<file path="src/spm_pkg.sv">
// constants, types and register layout for the strap latch
// assumes the pins are sampled in the 100 MHz clk_in domain
package spm_pkg;
  localparam int CLK_PERIOD_NS = 10;
  // least low time of the device reset pin that counts as a full reset
  localparam int FULL_RESET_MIN_NS = 2000;
  localparam int FULL_RESET_CYCLES = (FULL_RESET_MIN_NS + CLK_PERIOD_NS - 1) / CLK_PERIOD_NS;

  // positions inside the shared bus, index 0 is parallel_data_bit9
  localparam int DB_BYTE_STRAP = 0;
  localparam int DB_SERIAL_CFG = 1;
  localparam int DB_SERIAL_B = 2;
  localparam int DB_SERIAL_A = 3;
  localparam int DB_OSR_LSB = 4;
  localparam int DB_WIDTH = 7;

  // apb register offsets
  localparam logic [11:0] STATUS_OFS = 12'h000;
  localparam logic [11:0] SW_RANGE_OFS = 12'h004;

  // status register fields
  localparam int ST_VALID_BIT = 0;
  localparam int ST_BYTE_BIT = 1;
  localparam int ST_SERIAL_BIT = 2;
  localparam int ST_SINGLE_BIT = 3;
  localparam int ST_OSR_LSB = 4;
  localparam int ST_CODE_LSB = 7;
  localparam int ST_HW_BIT = 9;
  localparam int ST_RANGE_LSB = 10;

  // range codes
  localparam logic [1:0] RANGE_SW_CODE = 2'h0;
  localparam logic [1:0] RANGE_2V5 = 2'h1;
  localparam logic [1:0] RANGE_5V = 2'h2;
  localparam logic [1:0] RANGE_10V = 2'h3;
  localparam logic [1:0] SW_RANGE_RESET = 2'h3;

  typedef enum logic [2:0] {
    MODE_PAR = 3'b001,
    MODE_BYTE = 3'b010,
    MODE_SER = 3'b100
  } spm_mode_t;

  typedef enum logic [1:0] {
    RST_RUN = 2'b01,
    RST_LOW = 2'b10
  } spm_rst_state_t;

  typedef struct packed {
    logic valid;
    spm_mode_t mode;
    logic single_lane;
    logic [2:0] oversampling_ratio;
    logic [1:0] code;
    logic [1:0] range;
    logic [1:0] sw_range;
    logic [DB_WIDTH-1:0] db_out;
    logic [DB_WIDTH-1:0] db_oe_n;
    logic serial_cfg;
    logic [31:0] prdata;
  } spm_state_t;
endpackage

</file>
<file path="src/spm_rst_classify.sv">
// measures the low time of the device reset pin, tells full from partial
// assumes the pin is synchronous to clk_in
`timescale 1ns/10ps
module spm_rst_classify #(
  parameter int FULL_CYCLES = spm_pkg::FULL_RESET_CYCLES
) (
  input wire logic clk_in,
  input wire logic reset_n_in,
  input wire logic ce_in,
  input wire logic dev_reset_n_in,
  output logic full_rel_out,
  output logic partial_rel_out,
  output logic in_reset_out
);
  import spm_pkg::*;

  localparam int CW = $clog2(FULL_CYCLES + 1);

  if (FULL_CYCLES < 2) begin : g_chk
    $error("full reset length must be at least two cycles");
  end

  typedef struct packed {
    spm_rst_state_t st;
    logic [CW-1:0] cnt;
    logic full;
    logic part;
  } spm_cls_t;

  spm_cls_t q_reg;
  spm_cls_t q_next;

  always_comb begin
    q_next = q_reg;
    q_next.full = 1'b0;
    q_next.part = 1'b0;
    case (q_reg.st)
      RST_RUN: begin
        if (!dev_reset_n_in) begin
          q_next.st = RST_LOW;
          q_next.cnt = CW'(1);
        end
      end
      RST_LOW: begin
        if (dev_reset_n_in) begin
          q_next.st = RST_RUN;
          if (q_reg.cnt >= CW'(FULL_CYCLES)) begin
            q_next.full = 1'b1;
          end else begin
            q_next.part = 1'b1;
          end
        end else if (q_reg.cnt < CW'(FULL_CYCLES)) begin
          q_next.cnt = q_reg.cnt + CW'(1);
        end
      end
      default: begin
        q_next.st = RST_RUN;
      end
    endcase
  end

  always_ff @(posedge clk_in) begin
    if (!reset_n_in) begin
      q_reg <= '{st: RST_RUN, cnt: '0, full: 1'b0, part: 1'b0};
    end else if (ce_in) begin
      q_reg <= q_next;
    end
  end

  assign full_rel_out = q_reg.full;
  assign partial_rel_out = q_reg.part;
  assign in_reset_out = (q_reg.st == RST_LOW);

  property p_full_len;
    @(posedge clk_in) disable iff (!reset_n_in)
    (ce_in && q_reg.st == RST_LOW && dev_reset_n_in && q_reg.cnt >= CW'(FULL_CYCLES)) |=> full_rel_out && !partial_rel_out;
  endproperty
  a_full_len: assert property (p_full_len) else $error("long reset pulse not seen as full");

  property p_part_len;
    @(posedge clk_in) disable iff (!reset_n_in)
    (ce_in && q_reg.st == RST_LOW && dev_reset_n_in && q_reg.cnt < CW'(FULL_CYCLES)) |=> partial_rel_out && !full_rel_out;
  endproperty
  a_part_len: assert property (p_part_len) else $error("short reset pulse not seen as partial");

  c_full: cover property (@(posedge clk_in) disable iff (!reset_n_in) full_rel_out);
  c_part: cover property (@(posedge clk_in) disable iff (!reset_n_in) partial_rel_out);
endmodule

</file>
<file path="src/spm_top.sv">
// strap latch and shared pin steering for the converter's digital side
// assumes all pins and the apb bus are synchronous to clk_in
`timescale 1ns/10ps
module spm_top #(
  parameter int FULL_CYCLES = spm_pkg::FULL_RESET_CYCLES
) (
  input wire logic clk_in,
  input wire logic reset_n_in,
  input wire logic ce_in,
  input wire logic dev_reset_n_in,
  input wire logic serial_mode_strap_in,
  input wire logic single_lane_strap_in,
  input wire logic range_mode_pin_hi_in,
  input wire logic range_mode_pin_lo_in,
  input wire logic [spm_pkg::DB_WIDTH-1:0] db_in,
  output logic [spm_pkg::DB_WIDTH-1:0] db_out,
  output logic [spm_pkg::DB_WIDTH-1:0] db_oe_n_out,
  input wire logic par_rd_in,
  input wire logic [spm_pkg::DB_WIDTH-1:0] par_data_in,
  input wire logic serial_a_bit_in,
  input wire logic serial_b_bit_in,
  output logic serial_cfg_out,
  output logic hw_mode_out,
  output logic [1:0] range_sel_out,
  output logic [2:0] oversampling_ratio_out,
  output logic [2:0] iface_mode_out,
  output logic single_lane_out,
  output logic straps_valid_out,
  input wire logic psel_in,
  input wire logic penable_in,
  input wire logic pwrite_in,
  input wire logic [11:0] paddr_in,
  input wire logic [31:0] pwdata_in,
  input wire logic [3:0] pstrb_in,
  output logic [31:0] prdata_out,
  output logic pready_out,
  output logic pslverr_out
);
  import spm_pkg::*;

  spm_state_t q_reg;
  spm_state_t q_next;
  logic full_rel;
  logic part_rel;
  logic in_reset;
  logic [1:0] live_code;
  logic hw_mode;
  logic drive_ok;

  spm_rst_classify #(
    .FULL_CYCLES(FULL_CYCLES)
  ) u_cls (
    .clk_in(clk_in),
    .reset_n_in(reset_n_in),
    .ce_in(ce_in),
    .dev_reset_n_in(dev_reset_n_in),
    .full_rel_out(full_rel),
    .partial_rel_out(part_rel),
    .in_reset_out(in_reset)
  );

  function automatic logic addr_mapped(input logic [11:0] a);
    return (a == STATUS_OFS) || (a == SW_RANGE_OFS);
  endfunction

  assign live_code = {range_mode_pin_hi_in, range_mode_pin_lo_in};
  assign hw_mode = q_reg.valid && (q_reg.code != RANGE_SW_CODE);
  // no pin drive while the host may be driving straps
  assign drive_ok = q_reg.valid && !in_reset && dev_reset_n_in;

  always_comb begin
    q_next = q_reg;
    q_next.db_oe_n = '1;
    q_next.db_out = '0;
    q_next.serial_cfg = 1'b0;

    if (full_rel) begin
      q_next.valid = 1'b1;
      if (serial_mode_strap_in) begin
        q_next.mode = MODE_SER;
      end else if (db_in[DB_BYTE_STRAP]) begin
        q_next.mode = MODE_BYTE;
      end else begin
        q_next.mode = MODE_PAR;
      end
      q_next.single_lane = single_lane_strap_in;
      q_next.oversampling_ratio = db_in[DB_OSR_LSB +: 3];
      q_next.code = live_code;
      q_next.sw_range = SW_RANGE_RESET;
    end else if (part_rel) begin
      // partial reset keeps the straps, only clears software setup
      q_next.sw_range = SW_RANGE_RESET;
    end

    if (hw_mode) begin
      if (live_code != RANGE_SW_CODE) begin
        q_next.range = live_code;
      end
    end else begin
      q_next.range = q_reg.sw_range;
    end

    if (drive_ok) begin
      case (q_reg.mode)
        MODE_PAR: begin
          if (par_rd_in) begin
            q_next.db_out = par_data_in;
            q_next.db_oe_n = '0;
          end
        end
        MODE_SER: begin
          q_next.db_out[DB_SERIAL_A] = serial_a_bit_in;
          q_next.db_oe_n[DB_SERIAL_A] = 1'b0;
          // lane B only in two lane use
          if (!q_reg.single_lane) begin
            q_next.db_out[DB_SERIAL_B] = serial_b_bit_in;
            q_next.db_oe_n[DB_SERIAL_B] = 1'b0;
          end
          if (!hw_mode) begin
            q_next.serial_cfg = db_in[DB_SERIAL_CFG];
          end
        end
        MODE_BYTE: begin
          // host holds these low, nothing driven here
          q_next.db_oe_n = '1;
        end
        default: begin
          q_next.db_oe_n = '1;
        end
      endcase
    end

    // read data latched in setup so it comes from a flop in access
    if (psel_in && !penable_in && !pwrite_in) begin
      q_next.prdata = '0;
      if (paddr_in == STATUS_OFS) begin
        q_next.prdata[ST_VALID_BIT] = q_reg.valid;
        q_next.prdata[ST_BYTE_BIT] = (q_reg.mode == MODE_BYTE);
        q_next.prdata[ST_SERIAL_BIT] = (q_reg.mode == MODE_SER);
        q_next.prdata[ST_SINGLE_BIT] = q_reg.single_lane;
        q_next.prdata[ST_OSR_LSB +: 3] = q_reg.oversampling_ratio;
        q_next.prdata[ST_CODE_LSB +: 2] = q_reg.code;
        q_next.prdata[ST_HW_BIT] = hw_mode;
        q_next.prdata[ST_RANGE_LSB +: 2] = q_reg.range;
      end else if (paddr_in == SW_RANGE_OFS) begin
        q_next.prdata[1:0] = q_reg.sw_range;
      end
    end

    // software write; a full or partial release in the same cycle wins
    if (psel_in && penable_in && pwrite_in && pstrb_in[0] && paddr_in == SW_RANGE_OFS && !full_rel && !part_rel) begin
      if (pwdata_in[1:0] != RANGE_SW_CODE) begin
        q_next.sw_range = pwdata_in[1:0];
      end
    end
  end

  always_ff @(posedge clk_in) begin
    if (!reset_n_in) begin
      q_reg <= '{valid: 1'b0, mode: MODE_PAR, single_lane: 1'b0, oversampling_ratio: 3'h0, code: 2'h0,
                 range: SW_RANGE_RESET, sw_range: SW_RANGE_RESET, db_out: '0, db_oe_n: '1,
                 serial_cfg: 1'b0, prdata: 32'h00000000};
    end else if (ce_in) begin
      q_reg <= q_next;
    end
  end

  assign db_out = q_reg.db_out;
  assign db_oe_n_out = q_reg.db_oe_n;
  assign serial_cfg_out = q_reg.serial_cfg;
  assign hw_mode_out = hw_mode;
  assign range_sel_out = q_reg.range;
  assign oversampling_ratio_out = q_reg.oversampling_ratio;
  assign iface_mode_out = q_reg.mode;
  assign single_lane_out = q_reg.single_lane;
  assign straps_valid_out = q_reg.valid;
  assign prdata_out = q_reg.prdata;
  assign pready_out = 1'b1;
  assign pslverr_out = psel_in && penable_in && !addr_mapped(paddr_in);

  property p_par_drive;
    @(posedge clk_in) disable iff (!reset_n_in)
    (ce_in && drive_ok && q_reg.mode == MODE_PAR && par_rd_in && !full_rel) |=>
      (db_oe_n_out == '0) && (db_out == $past(par_data_in));
  endproperty
  a_par_drive: assert property (p_par_drive) else $error("parallel bits not driven");

  property p_byte_cap;
    @(posedge clk_in) disable iff (!reset_n_in)
    (ce_in && full_rel && !serial_mode_strap_in) |=> (iface_mode_out == MODE_BYTE) == $past(db_in[DB_BYTE_STRAP]);
  endproperty
  a_byte_cap: assert property (p_byte_cap) else $error("byte strap not captured");

  property p_cfg_in;
    @(posedge clk_in) disable iff (!reset_n_in)
    (ce_in && drive_ok && q_reg.mode == MODE_SER && !hw_mode && !full_rel) |=>
      serial_cfg_out == $past(db_in[DB_SERIAL_CFG]);
  endproperty
  a_cfg_in: assert property (p_cfg_in) else $error("serial config input not passed");

  property p_lane_b;
    @(posedge clk_in) disable iff (!reset_n_in)
    (ce_in && q_reg.mode == MODE_SER && q_reg.single_lane && !full_rel) |=> db_oe_n_out[DB_SERIAL_B];
  endproperty
  a_lane_b: assert property (p_lane_b) else $error("lane B driven in single lane use");

  property p_lane_a;
    @(posedge clk_in) disable iff (!reset_n_in)
    (ce_in && drive_ok && q_reg.mode == MODE_SER && !full_rel) |=>
      !db_oe_n_out[DB_SERIAL_A] && db_out[DB_SERIAL_A] == $past(serial_a_bit_in);
  endproperty
  a_lane_a: assert property (p_lane_a) else $error("lane A not driven");

  property p_osr_cap;
    @(posedge clk_in) disable iff (!reset_n_in)
    (ce_in && full_rel) |=> oversampling_ratio_out == $past(db_in[DB_OSR_LSB +: 3]);
  endproperty
  a_osr_cap: assert property (p_osr_cap) else $error("oversampling straps not captured");

  property p_hold;
    @(posedge clk_in) disable iff (!reset_n_in)
    !full_rel |=> $stable(oversampling_ratio_out) && $stable(iface_mode_out) && $stable(single_lane_out);
  endproperty
  a_hold: assert property (p_hold) else $error("straps changed without full reset");

  property p_hw_track;
    @(posedge clk_in) disable iff (!reset_n_in)
    (ce_in && hw_mode && !full_rel && live_code != RANGE_SW_CODE) |=> range_sel_out == $past(live_code);
  endproperty
  a_hw_track: assert property (p_hw_track) else $error("hardware range not following pins");

  property p_sw_range;
    @(posedge clk_in) disable iff (!reset_n_in)
    (ce_in && q_reg.valid && !hw_mode && !full_rel) |=> range_sel_out == $past(q_reg.sw_range);
  endproperty
  a_sw_range: assert property (p_sw_range) else $error("software range follows pins");

  property p_code_mode;
    @(posedge clk_in) disable iff (!reset_n_in)
    (ce_in && full_rel) |=> hw_mode_out == ($past(live_code) != RANGE_SW_CODE);
  endproperty
  a_code_mode: assert property (p_code_mode) else $error("mode code decoded wrong");

  property p_range_legal;
    @(posedge clk_in) disable iff (!reset_n_in)
    range_sel_out != RANGE_SW_CODE;
  endproperty
  a_range_legal: assert property (p_range_legal) else $error("range select left at the zero code");

  property p_hw_keep;
    @(posedge clk_in) disable iff (!reset_n_in)
    (ce_in && hw_mode && !full_rel && live_code == RANGE_SW_CODE) |=> $stable(range_sel_out);
  endproperty
  a_hw_keep: assert property (p_hw_keep) else $error("zero live code changed the range");

  property p_valid_cap;
    @(posedge clk_in) disable iff (!reset_n_in)
    (ce_in && full_rel) |=> straps_valid_out && single_lane_out == $past(single_lane_strap_in);
  endproperty
  a_valid_cap: assert property (p_valid_cap) else $error("lane strap not captured");

  property p_byte_quiet;
    @(posedge clk_in) disable iff (!reset_n_in)
    (ce_in && q_reg.mode == MODE_BYTE) |=> db_oe_n_out == '1;
  endproperty
  a_byte_quiet: assert property (p_byte_quiet) else $error("pin driven in byte mode");

  property p_reset_quiet;
    @(posedge clk_in) disable iff (!reset_n_in)
    (ce_in && !dev_reset_n_in) |=> db_oe_n_out == '1;
  endproperty
  a_reset_quiet: assert property (p_reset_quiet) else $error("pin driven during device reset");

  property p_invalid_quiet;
    @(posedge clk_in) disable iff (!reset_n_in)
    !straps_valid_out |-> db_oe_n_out == '1;
  endproperty
  a_invalid_quiet: assert property (p_invalid_quiet) else $error("pin driven before straps captured");

  property p_cfg_quiet;
    @(posedge clk_in) disable iff (!reset_n_in)
    (ce_in && (q_reg.mode != MODE_SER || hw_mode || !drive_ok)) |=> !serial_cfg_out;
  endproperty
  a_cfg_quiet: assert property (p_cfg_quiet) else $error("config input passed outside software serial");

  property p_lane_b_two;
    @(posedge clk_in) disable iff (!reset_n_in)
    (ce_in && drive_ok && q_reg.mode == MODE_SER && !q_reg.single_lane) |=>
      !db_oe_n_out[DB_SERIAL_B] && db_out[DB_SERIAL_B] == $past(serial_b_bit_in);
  endproperty
  a_lane_b_two: assert property (p_lane_b_two) else $error("lane B not driven in two lane use");

  property p_par_idle;
    @(posedge clk_in) disable iff (!reset_n_in)
    (ce_in && q_reg.mode == MODE_PAR && !par_rd_in) |=> db_oe_n_out == '1;
  endproperty
  a_par_idle: assert property (p_par_idle) else $error("parallel bits driven without request");

  property p_ser_quiet;
    @(posedge clk_in) disable iff (!reset_n_in)
    (ce_in && q_reg.mode == MODE_SER) |=>
      db_oe_n_out[DB_BYTE_STRAP] && db_oe_n_out[DB_SERIAL_CFG] && (&db_oe_n_out[DB_WIDTH-1:DB_OSR_LSB]);
  endproperty
  a_ser_quiet: assert property (p_ser_quiet) else $error("serial mode drives a non-lane pin");

  property p_sw_write;
    @(posedge clk_in) disable iff (!reset_n_in)
    (ce_in && psel_in && penable_in && pwrite_in && pstrb_in[0] && paddr_in == SW_RANGE_OFS &&
      pwdata_in[1:0] != RANGE_SW_CODE && !full_rel && !part_rel) |=> q_reg.sw_range == $past(pwdata_in[1:0]);
  endproperty
  a_sw_write: assert property (p_sw_write) else $error("software range write lost");

  property p_part_keep;
    @(posedge clk_in) disable iff (!reset_n_in)
    (ce_in && part_rel) |=> q_reg.sw_range == SW_RANGE_RESET && $stable(q_reg.code) && $stable(q_reg.valid);
  endproperty
  a_part_keep: assert property (p_part_keep) else $error("partial reset touched the straps");

  c_serial_two: cover property (@(posedge clk_in) disable iff (!reset_n_in)
    q_reg.mode == MODE_SER && !q_reg.single_lane && !db_oe_n_out[DB_SERIAL_B]);
  c_byte: cover property (@(posedge clk_in) disable iff (!reset_n_in) q_reg.valid && q_reg.mode == MODE_BYTE);
  c_hw_10v: cover property (@(posedge clk_in) disable iff (!reset_n_in) hw_mode && range_sel_out == RANGE_10V);
endmodule

</file>
<file path="config.mk">
export PLATFORM = sky130hd
export DESIGN_NAME = spm_top
export DESIGN_NICKNAME = d
export VERILOG_FILES = /design/src/spm_pkg.sv /design/src/spm_rst_classify.sv /design/src/spm_top.sv
export SDC_FILE = /design/constraint.sdc
export NUM_CORES = 1
export LEC_CHECK = 0
export BUFFER_PORTS_ARGS = -buffer_cell sky130_fd_sc_hd__buf_2
export CAP_MARGIN = 0
export CORE_UTILIZATION = 35
export CTS_BUF_LIST = sky130_fd_sc_hd__clkbuf_2 sky130_fd_sc_hd__clkbuf_4 sky130_fd_sc_hd__clkbuf_8
export DETAILED_ROUTE_END_ITERATION = 16
export PLACE_DENSITY = 0.61
export SYNTH_ARGS = -nofsm -noshare
export SYNTH_HDL_FRONTEND = slang
export SYNTH_SLANG_ARGS = --single-unit
</file>
<file path="constraint.sdc">
create_clock -name clk_in -period 2.1 [get_ports clk_in]
set_clock_uncertainty 0.1 [all_clocks]
set_input_delay 0.63 -clock clk_in [delete_from_list [all_inputs] [get_ports clk_in]]
set_output_delay 0.63 -clock clk_in [all_outputs]
set_load 0.02 [all_outputs]
</file>
Word level (Yosys, flattened, before mapping)
Index checks and enable logic that the tools add are counted.
- register bits after elaboration: 53
- output and inout bits: 60
- word-level logic and storage cells: 91
- reduce and logical (&&, ||, !) cells: 29
- add/subtract/negate cells: 1
- order comparisons: 2
- eq/ne operators: 11
- mux-type cells: 33
- operator list (operator ; count):
    $mux 2 ; 14
    $mux 10 ; 2
    $mux 8 ; 2
    $pmux 8 s2 ; 1
    $mux 15 ; 1
    $mux 14 ; 1
    $eq 12x3->1 const B ; 1
    $logic_and 1x1->1 ; 12
    $logic_not 12->1 ; 1
    $pmux 2 s2 ; 3
    $mux 3 ; 3
    $add 8x1->8 const B ; 1
    $ge 8x8->1 const B ; 1
    $lt 8x8->1 const B ; 1
    $reduce_bool 2->1 ; 4
    $logic_not 1->1 ; 6
    $mux 1 ; 6
    $ne 2x2->1 const B ; 3
    $reduce_and 2->1 ; 3
    $reduce_and 5->1 ; 1
    $ne 2x1->1 const B ; 2
    $eq 3x1->1 const B ; 1
    $eq 3x2->1 const B ; 1
    $eq 3x3->1 const B ; 1
    other kinds (4) ; 4

Logic depth before layout (Yosys ltp)
Gate-level depths: netlist (run 1).
- word-level depth: 7
- gate-level depth with buffers: 6
- depth with buffers taken out: 5

Hierarchy
Synthesis (run 1) repeated with hierarchy kept, for this count alone.
- cells, all modules: 284
- area, all modules: 2539.9 µm²
- modules (own cells, without submodules) (module ; area an instance (µm²) ; cells an instance ; instances ; sequential area each (µm²)):
    spm_top ; 1930.6 ; 217 ; 1 ; 740.7
    spm_rst_classify ; 609.3 ; 67 ; 1 ; 240.2

Worst setup path after synthesis (run 1)
No wires, ideal clock.
- path type: input -> output
- start point: input port paddr_in[10]
- end point: output port pslverr_out
- required time: 1.370 ns
- cell stages on the path: 4
- slack: 0.030 ns
- buffers on the path: 1
- data arrival time: 1.340 ns
- path through: nor4_1 > and3_1 > clkbuf_1 > nor2_1
- longest elaborated chain between the ends: 4
- RTL lines (item ; RTL line ; source):
    from (decl) ; spm_top.sv:32 ; input wire logic [11:0] paddr_in,
    $eq 12x3->1 / $logic_not 12->1 (equally long branches) ; spm_top.sv:63 ; return (a == STATUS_OFS) || (a == SW_RANGE_OFS);
    $logic_or 1x1->1 (*) ; spm_top.sv:63 ;
    $logic_not 1->1 (*) ; spm_top.sv:179 ; assign pslverr_out = psel_in && penable_in && !addr_mapped(paddr_in);
    $logic_and 1x1->1 (*) ; spm_top.sv:179 ;
    to (decl) ; spm_top.sv:37 ; output logic pslverr_out
Mark *: on every way between the ends. The rest lies on a longest branch, timed or not.

Worst setup path after layout (run 1)
- start point: input port paddr_in[9]
- end point: output port pslverr_out
The elaborated chain is that of the path after synthesis.

==> impl_metrics.prom, run 1 <==
# TYPE chip_impl_metric gauge
chip_impl_metric{name="placement.io_buffers",unit=""} 79
chip_impl_info{name="violations",value="negative setup slack"} 1
chip_impl_metric{name="tightestPinTransition",unit="ns"} 0.677
chip_impl_info{name="path_class",value="input port to primary output"} 1
chip_impl_metric{name="final_antenna_net_count",unit=""} 0
chip_impl_metric{name="core.rowCount",unit=""} 30
chip_impl_metric{name="grt_overflow",unit=""} 0
chip_impl_info{name="critical_path.startpoint_type",value="input port"} 1
chip_impl_metric{name="clock_insertion_delay_worst_skew",unit="ns"} 0.30
chip_impl_metric{name="drv.max_cap_violation_count",unit=""} 0
chip_impl_metric{name="clk_transition_reported_paths",unit="ns"} 0.09
chip_impl_info{name="ctsRootBufferMaster",value="sky130_fd_sc_hd__clkbuf_8"} 1
chip_impl_info{name="critPathLaunch",value="paddr_in[9]"} 1
chip_impl_info{name="hold_path.class",value="register to register"} 1
chip_impl_metric{name="global_route.usage.total",unit="%"} 15.6
chip_impl_metric{name="nFillCells",unit=""} 700
chip_impl_metric{name="starting_drc_count_in_detailed_routing",unit=""} 53
chip_impl_metric{name="gp_congestion",unit=""} 0.773
chip_impl_metric{name="synthesized_cell_area",unit="µm²"} 2520
chip_impl_metric{name="final_cell_area",unit="µm²"} 2910
chip_impl_info{name="ys_dominant_reg_cell",value="sky130_fd_sc_hd__dfxtp_1"} 1
chip_impl_metric{name="num_antenna_cells",unit=""} 0
chip_impl_metric{name="cp_max_fo",unit=""} 2
chip_impl_metric{name="initial_core_util",unit="%"} 36.7
chip_impl_metric{name="r2r_setup_slack",unit="ns"} 0.35
chip_impl_metric{name="slew_violations",unit=""} 0
chip_impl_metric{name="hold-worst-slack",unit="ns"} 0.363
chip_impl_metric{name="tritoncts_num_sinks",unit=""} 49
chip_impl_metric{name="largest_reg_flops",unit=""} 12
chip_impl_metric{name="wl_per_cell",unit="µm"} 12.9
chip_impl_metric{name="netlist_instances",unit=""} 289
chip_impl_info{name="synth_area_leader_cell",value="sky130_fd_sc_hd__dfxtp_1"} 1
chip_impl_metric{name="avgViaCountPerCell",unit=""} 4.82
chip_impl_info{name="tritoncts",value="done"} 1
chip_impl_metric{name="cts.path.max_buffers",unit=""} 2
chip_impl_metric{name="synth.lib_cells_used.distinct",unit=""} 52
chip_impl_metric{name="final_worst_setup_slack",unit="ns"} -0.0483
chip_impl_metric{name="vdd.ir_drop.worst",unit="mV"} 0.241
chip_impl_metric{name="vias",unit=""} 2115
chip_impl_metric{name="final_net_count",unit=""} 420
chip_impl_metric{name="wl",unit="mm"} 5.65
chip_impl_metric{name="maximum_number_of_pins_on_one_net_before_global_route_repair",unit=""} 21
chip_impl_metric{name="timing.hold.worst_path_depth",unit=""} 2
chip_impl_metric{name="yosysSeqAreaShare",unit="%"} 38.9
chip_impl_metric{name="grt_pass1_vias",unit=""} 2011
chip_impl_metric{name="number_of_flops_mapped_to_enable_cells_by_yosys",unit=""} 0
chip_impl_metric{name="synthesized_flop_and_latch_total",unit=""} 49
chip_impl_metric{name="remaining_drc_errors",unit=""} 0
chip_impl_info{name="rr_startpoint",value="u_cls.q_reg[3]"} 1
chip_impl_metric{name="hpwl",unit="mm"} 4.28
chip_impl_metric{name="fp.dieH",unit="µm"} 86.9
chip_impl_metric{name="flow.area_growth_from_synthesis",unit="%"} 15.5
chip_impl_metric{name="synth.top_cell.area_share",unit="%"} 38.9
chip_impl_metric{name="initial_antenna_violation_count",unit=""} 0
chip_impl_metric{name="drt-pass1-iter-count",unit=""} 4
chip_impl_metric{name="grt_first_pass_wirelength",unit="mm"} 9.16
chip_impl_metric{name="timing.final.crit_share",unit="%"} 102
chip_impl_metric{name="dieArea",unit="µm²"} 7540
chip_impl_info{name="synth_most_common_cell",value="sky130_fd_sc_hd__buf_4"} 1
chip_impl_metric{name="rr_worst_depth",unit=""} 5
chip_impl_metric{name="setup_viol",unit=""} 1
chip_impl_info{name="crit_path_end",value="pslverr_out"} 1
chip_impl_metric{name="placeableCoreArea",unit="µm²"} 6870
chip_impl_metric{name="power.density_cell_area",unit="nW/µm²"} 634
chip_impl_metric{name="cp_data_arrival_time",unit="ns"} 1.42
chip_impl_metric{name="clock.fmax",unit="MHz"} 465
chip_impl_metric{name="asyncSetResetFlopFracSynth",unit="%"} 0
chip_impl_metric{name="design.portCount",unit=""} 136
chip_impl_metric{name="die-width",unit="µm"} 86.9
chip_impl_metric{name="numCtsBuffers",unit=""} 5
chip_impl_metric{name="post-layout-total-power",unit="µW"} 1850
chip_impl_metric{name="synth.yosys.warnings",unit=""} 0
chip_impl_metric{name="syn_area_per_cell",unit="µm²"} 8.72
chip_impl_metric{name="final_layout_size_suffix_gt1_share",unit="%"} 32.1
chip_impl_metric{name="final_hold_viol_count",unit=""} 0
chip_impl_metric{name="ctsHtreeMaxLevel",unit=""} 2
chip_impl_metric{name="dpl_cell_area",unit="µm²"} 2740
chip_impl_metric{name="critical_path_required",unit="ns"} 1.37
chip_impl_info{name="regToRegEndpoint",value="u_cls.q_reg[8]"} 1
chip_impl_info{name="synthTopCellsByCount",value="sky130_fd_sc_hd__buf_4 (56), sky130_fd_sc_hd__dfxtp_1 (49), sky130_fd_sc_hd__nand2_1 (27)"} 1
chip_impl_info{name="cp-end-kind",value="primary output"} 1
chip_impl_metric{name="minimum_clock_period_after_layout",unit="ns"} 2.15
chip_impl_metric{name="maxSlewHeadroom",unit="%"} 54.7
chip_impl_metric{name="leakage",unit="µW"} 0.00126
chip_impl_info{name="synthTopCellsByArea",value="sky130_fd_sc_hd__dfxtp_1 (39%), sky130_fd_sc_hd__buf_4 (17%), sky130_fd_sc_hd__a22o_1 (5.2%), sky130_fd_sc_hd__nand2_1 (4.0%), sky130_fd_sc_hd__a21oi_1 (3.6%)"} 1
chip_impl_info{name="run_status",value="finished with violations"} 1
chip_impl_info{name="rsz0062_at_grt",value="yes"} 1
[worst max-delay path: stages]
cell                     delay [ns]
sky130_fd_sc_hd__buf_2         0.11
sky130_fd_sc_hd__nor4_2        0.27
sky130_fd_sc_hd__and3_4        0.22
sky130_fd_sc_hd__nor2_1        0.04
sky130_fd_sc_hd__buf_4         0.15
[where the power goes]
group | total [µW] | internal [µW] | switching [µW]
Combinational | 190 | 66.6 | 124
Sequential | 948 | 937 | 11.3
Clock | 708 | 387 | 320
[worst min path at each step]
stage	end	slack, ns	from
after floorplan	db_oe_n_out[3]	0.33	db_oe_n_out[3]
after global placement	prdata_out[1]	0.35	prdata_out[1]
after detailed placement	db_oe_n_out[3]	0.35	db_oe_n_out[3]
after CTS	db_oe_n_out[3]	0.37	db_oe_n_out[3]
after global routing	db_out[5]	0.40	db_out[5]
final	db_oe_n_out[3]	0.36	db_oe_n_out[3]
[metrics by stage]
step                      setup slack (ns)  utilization [%]  TNS (ns)  std cells
after floorplan                     0.0298                -         0        308
after global placement             -0.0132             39.9   -0.0132        429
after detailed placement          -0.00536             39.9  -0.00536        429
after CTS                          0.00168             41.9         0        438
after global routing               -0.0632             42.4   -0.0632        439
final                              -0.0483             42.4   -0.0483        439
[cells in the final DEF (no fill, tap or decap), drive strengths merged, types with 6 or more instances in the layout]
cell,netlist,routed
and2,6,6
a22o,15,15
o21ai,8,8
dfxtp,49,49
nand3,9,9
conb,2,21
inv,8,8
clkbuf,5,6
a21oi,19,19
nand2b,6,6
buf,59,91
nand2,27,27
nor2,18,18
[final cells by class]
class,instances,area [µm²],area share (%)
clock buffer,6,82.6,2.84
inverter,8,30.0,1.03
clock inverter,2,37.5,1.29
sequential,49,981,33.7
multi-input combinational,187,1150,39.6
tap,96,120,4.13
timing repair buffer,91,507,17.4
[logic make-up (layout without fill, tap and decap cells)]
logic type               after synthesis  in the layout  synth area share [%]
other                                  2             21                 0.298
buffers and inverters                 72            107                  19.2
XOR/XNOR                               1              1                 0.348
flip-flops                            49             49                  38.9
AO/OA/AOI/OAI                         69             69                  20.5
adder cells (fa/ha/maj)                2              2                 0.993
AND/OR/NAND/NOR                       93             93                  19.3
multiplexers                           1              1                 0.447
[metal layers]
layer  vias to the layer above  track usage, %  routed length [µm]
met4                         0            7.27                  95
met5                         -               0                   0
met3                        10            3.13                 268
li1                       1057               -                   -
met2                        58            27.4                2760
met1                       990            18.1                2530
[timing repair]
item,in CTS,in global routing
setup buffers,1,1
resized for setup,2,5
pin swaps,3,1
hold buffers,0,0
endpoints found under the setup margin,1,2
(Power assumes the default switching activity.)
==> run 2: changes to the inputs <==
- CELL_PAD_IN_SITES_DETAIL_PLACEMENT: not set -> 0
- CELL_PAD_IN_SITES_GLOBAL_PLACEMENT: not set -> 1
- CORE_UTILIZATION: 35 -> 32
- PLACE_DENSITY: 0.61 -> 0.77
==> impl_metrics.prom, run 2 (synthesis results as in run 1) <==
# TYPE chip_impl_metric gauge
chip_impl_metric{name="clock.fmax",unit="MHz"} 476
chip_impl_info{name="timing.critical_path.slowest_stage_cell",value="sky130_fd_sc_hd__nor4_2"} 1
chip_impl_metric{name="setup_viol",unit=""} 1
chip_impl_metric{name="timing.final.crit_share",unit="%"} 100
chip_impl_metric{name="minimum_clock_period_after_layout",unit="ns"} 2.10
chip_impl_metric{name="p_sw",unit="µW"} 438
chip_impl_metric{name="post-layout-total-power",unit="µW"} 1690
chip_impl_metric{name="maximum_number_of_pins_on_one_net_before_global_route_repair",unit=""} 21
chip_impl_info{name="grt-busiest-layer",value="met2"} 1
chip_impl_info{name="hold_path.class",value="register to register"} 1
chip_impl_metric{name="core.rowCount",unit=""} 31
chip_impl_info{name="layout.cells.most_common_list",value="sky130_fd_sc_hd__buf_2 (76), sky130_fd_sc_hd__dfxtp_1 (49), sky130_fd_sc_hd__nand2_1 (27), sky130_fd_sc_hd__conb_1 (21)"} 1
chip_impl_info{name="critical_path.startpoint_type",value="input port"} 1
chip_impl_metric{name="met2_routing_resource_usage_after_global_routing",unit="%"} 23.5
chip_impl_metric{name="register_area",unit="µm²"} 981
chip_impl_metric{name="final_hold_viol_count",unit=""} 0
chip_impl_metric{name="design.portCount",unit=""} 136
chip_impl_metric{name="clock_insertion_delay_worst_skew",unit="ns"} 0.30
chip_impl_metric{name="gp_congestion",unit=""} 0.773
chip_impl_metric{name="global_route.usage.total",unit="%"} 13.9
chip_impl_metric{name="largest_reg_flops",unit=""} 12
chip_impl_metric{name="cts_hold_buffers",unit=""} 0
chip_impl_metric{name="cp_max_fo",unit=""} 2
chip_impl_info{name="cpLargestDelayFamily",value="simple AND/OR/NAND/NOR gates"} 1
chip_impl_metric{name="multi_input_area",unit="µm²"} 1150
chip_impl_metric{name="globalRouteMet3Util",unit="%"} 3.54
chip_impl_metric{name="power.density_cell_area",unit="nW/µm²"} 583
chip_impl_metric{name="ctsHtreeMaxLevel",unit=""} 2
chip_impl_info{name="ctsRootBufferMaster",value="sky130_fd_sc_hd__clkbuf_8"} 1
chip_impl_info{name="cp-end-kind",value="primary output"} 1
chip_impl_metric{name="vias",unit=""} 2106
chip_impl_metric{name="grt_overflow",unit=""} 0
chip_impl_metric{name="slew_violations",unit=""} 0
chip_impl_metric{name="fraction_of_power_consumed_by_the_clock_network",unit="%"} 32.5
chip_impl_metric{name="fp.dieH",unit="µm"} 90.7
chip_impl_metric{name="timing.hold.worst_path_depth",unit=""} 2
chip_impl_metric{name="combinationalPowerShare",unit="%"} 11.5
chip_impl_metric{name="leakage",unit="µW"} 0.00126
chip_impl_metric{name="grt_first_pass_wirelength",unit="mm"} 9.34
chip_impl_metric{name="hpwl",unit="mm"} 4.42
chip_impl_metric{name="tritoncts_num_sinks",unit=""} 49
chip_impl_info{name="timing.critical_path.cells",value="buf_2, nor4_2, and3_1, nor2_1, buf_4"} 1
chip_impl_metric{name="drt-pass1-iter-count",unit=""} 4
chip_impl_metric{name="dpl_cell_area",unit="µm²"} 2760
chip_impl_metric{name="critical_path_required",unit="ns"} 1.37
chip_impl_info{name="violations",value="negative setup slack"} 1
chip_impl_info{name="rsz0062_at_grt",value="yes"} 1
chip_impl_info{name="min_from",value="prdata_out[0]"} 1
chip_impl_metric{name="initial_antenna_violation_count",unit=""} 0
chip_impl_metric{name="final_antenna_net_count",unit=""} 0
chip_impl_metric{name="dieArea",unit="µm²"} 8230
chip_impl_metric{name="final_cell_area",unit="µm²"} 2900
chip_impl_info{name="regToRegEndpoint",value="u_cls.q_reg[8]"} 1
chip_impl_metric{name="nFillCells",unit=""} 770
chip_impl_metric{name="tightestPinTransition",unit="ns"} 0.752
chip_impl_metric{name="clk_transition_reported_paths",unit="ns"} 0.08
chip_impl_metric{name="num_antenna_cells",unit=""} 0
chip_impl_metric{name="drv.max_cap_violation_count",unit=""} 0
chip_impl_metric{name="grt_pass1_vias",unit=""} 1918
chip_impl_metric{name="flow.area_growth_from_synthesis",unit="%"} 15.2
chip_impl_metric{name="seq_power_share",unit="%"} 56.0
chip_impl_metric{name="wl_per_cell",unit="µm"} 13.1
chip_impl_metric{name="cts.path.max_buffers",unit=""} 2
chip_impl_metric{name="wl",unit="mm"} 5.80
chip_impl_metric{name="maxSlewHeadroom",unit="%"} 49.7
chip_impl_metric{name="numCtsBuffers",unit=""} 5
chip_impl_metric{name="starting_drc_count_in_detailed_routing",unit=""} 97
chip_impl_info{name="tritoncts",value="done"} 1
chip_impl_metric{name="final_worst_setup_slack",unit="ns"} -0.00174
chip_impl_metric{name="placeableCoreArea",unit="µm²"} 7450
chip_impl_metric{name="buf_inv_stages_crit_path",unit=""} 2
chip_impl_metric{name="initial_core_util",unit="%"} 33.8
chip_impl_metric{name="use_met1",unit="%"} 17.2
chip_impl_info{name="run_status",value="finished with violations"} 1
chip_impl_metric{name="netSwitchingFraction",unit="%"} 25.9
chip_impl_info{name="hold-path-endpoint",value="prdata_out[0]"} 1
chip_impl_metric{name="r2r_setup_slack",unit="ns"} 0.31
chip_impl_metric{name="final_net_count",unit=""} 422
chip_impl_metric{name="cp_data_arrival_time",unit="ns"} 1.37
chip_impl_metric{name="die-width",unit="µm"} 90.7
chip_impl_info{name="rr_startpoint",value="u_cls.q_reg[3]"} 1
chip_impl_metric{name="remaining_drc_errors",unit=""} 0
chip_impl_metric{name="max_stage_delay",unit="ns"} 0.24
chip_impl_metric{name="final_layout_size_suffix_gt1_share",unit="%"} 32.2
chip_impl_metric{name="avgViaCountPerCell",unit=""} 4.74
chip_impl_metric{name="placement.io_buffers",unit=""} 79
chip_impl_metric{name="power_report.internal_total",unit="µW"} 1250
chip_impl_info{name="mostFrequentLayoutCell",value="sky130_fd_sc_hd__buf_2"} 1
chip_impl_metric{name="vdd.ir_drop.worst",unit="mV"} 0.217
chip_impl_info{name="path_class",value="input port to primary output"} 1
chip_impl_metric{name="rr_worst_depth",unit=""} 5
run 2: cell types whose count changed in the layout (fill, tap and decap cells not counted):
cell,previous run,this run
sky130_fd_sc_hd__buf_6,1,2
sky130_fd_sc_hd__and3_1,0,1
sky130_fd_sc_hd__buf_4,12,14
sky130_fd_sc_hd__and3_4,1,0
sky130_fd_sc_hd__clkinvlp_4,1,2
sky130_fd_sc_hd__bufinv_16,1,0
sky130_fd_sc_hd__clkbuf_4,0,1
sky130_fd_sc_hd__clkbuf_8,6,5
sky130_fd_sc_hd__buf_2,77,76
run 2: per-stage QoR:
stage | cells | setup TNS (ns) | hold slack (ns) | worst slack, ns | utilization [%]
2_1_floorplan | 308 | 0 | 0.331 | 0.0298 | -
3_3_place_gp | 434 | -0.00576 | 0.355 | -0.00576 | 37.1
3_5_place_dp | 434 | -0.0183 | 0.359 | -0.0183 | 37.1
4_1_cts | 443 | 0 | 0.373 | 0.000915 | 38.4
5_1_grt | 444 | -0.0698 | 0.396 | -0.0698 | 39.0
6_report | 444 | -0.00174 | 0.371 | -0.00174 | 39.0
run 2: area by class of cell:
cell class | count | share of cell area [%]
Timing Repair Buffer | 93 | 18.2
Clock buffer | 6 | 2.63
Sequential cell | 49 | 33.8
Multi-Input combinational cell | 187 | 39.6
Inverter | 8 | 1.03
Tap cell | 99 | 4.27
Clock inverter | 2 | 0.517
run 2: repair_timing:
item,CTS,global route
gates resized for setup,0,7
buffers inserted,1,1
endpoints found under the setup margin,1,2
pin swaps,1,4
run 2: tightest hold or removal path: cells and delay by family (launching register included):
| family | cells | cell delay, ns |
|---|---|---|
| DFF | 1 | 0.32 |
| and+or+nand+nor | 1 | 0.06 |
| AOI/OAI and AO/OA | 1 | 0.05 |
run 2: power groups by stage:
stage	sequential, µW	clock, µW	combinational, µW
floorplan	964	0	149
global placement	970	0	185
detailed placement	970	0	186
CTS	948	574	187
global route	951	615	212
finish	948	549	194
run 2: layer usage:
layer  vias to the layer above  wire length (µm)
met3                         6               291
met4                         0                61
met5                         -                 0
met1                       977              2630
met2                        64              2820
li1                       1059                 -
run 2: worst max-delay path by stage:
stage	from	end	slack [ns]	cells after the start
floorplan	paddr_in[10]	pslverr_out	0.03	4
CTS	paddr_in[9]	pslverr_out	0.0009	5
detailed placement	paddr_in[9]	pslverr_out	-0.02	5
global route	paddr_in[5]	pslverr_out	-0.07	5
global placement	paddr_in[9]	pslverr_out	-0.006	5
finish	paddr_in[5]	pslverr_out	-0.002	5
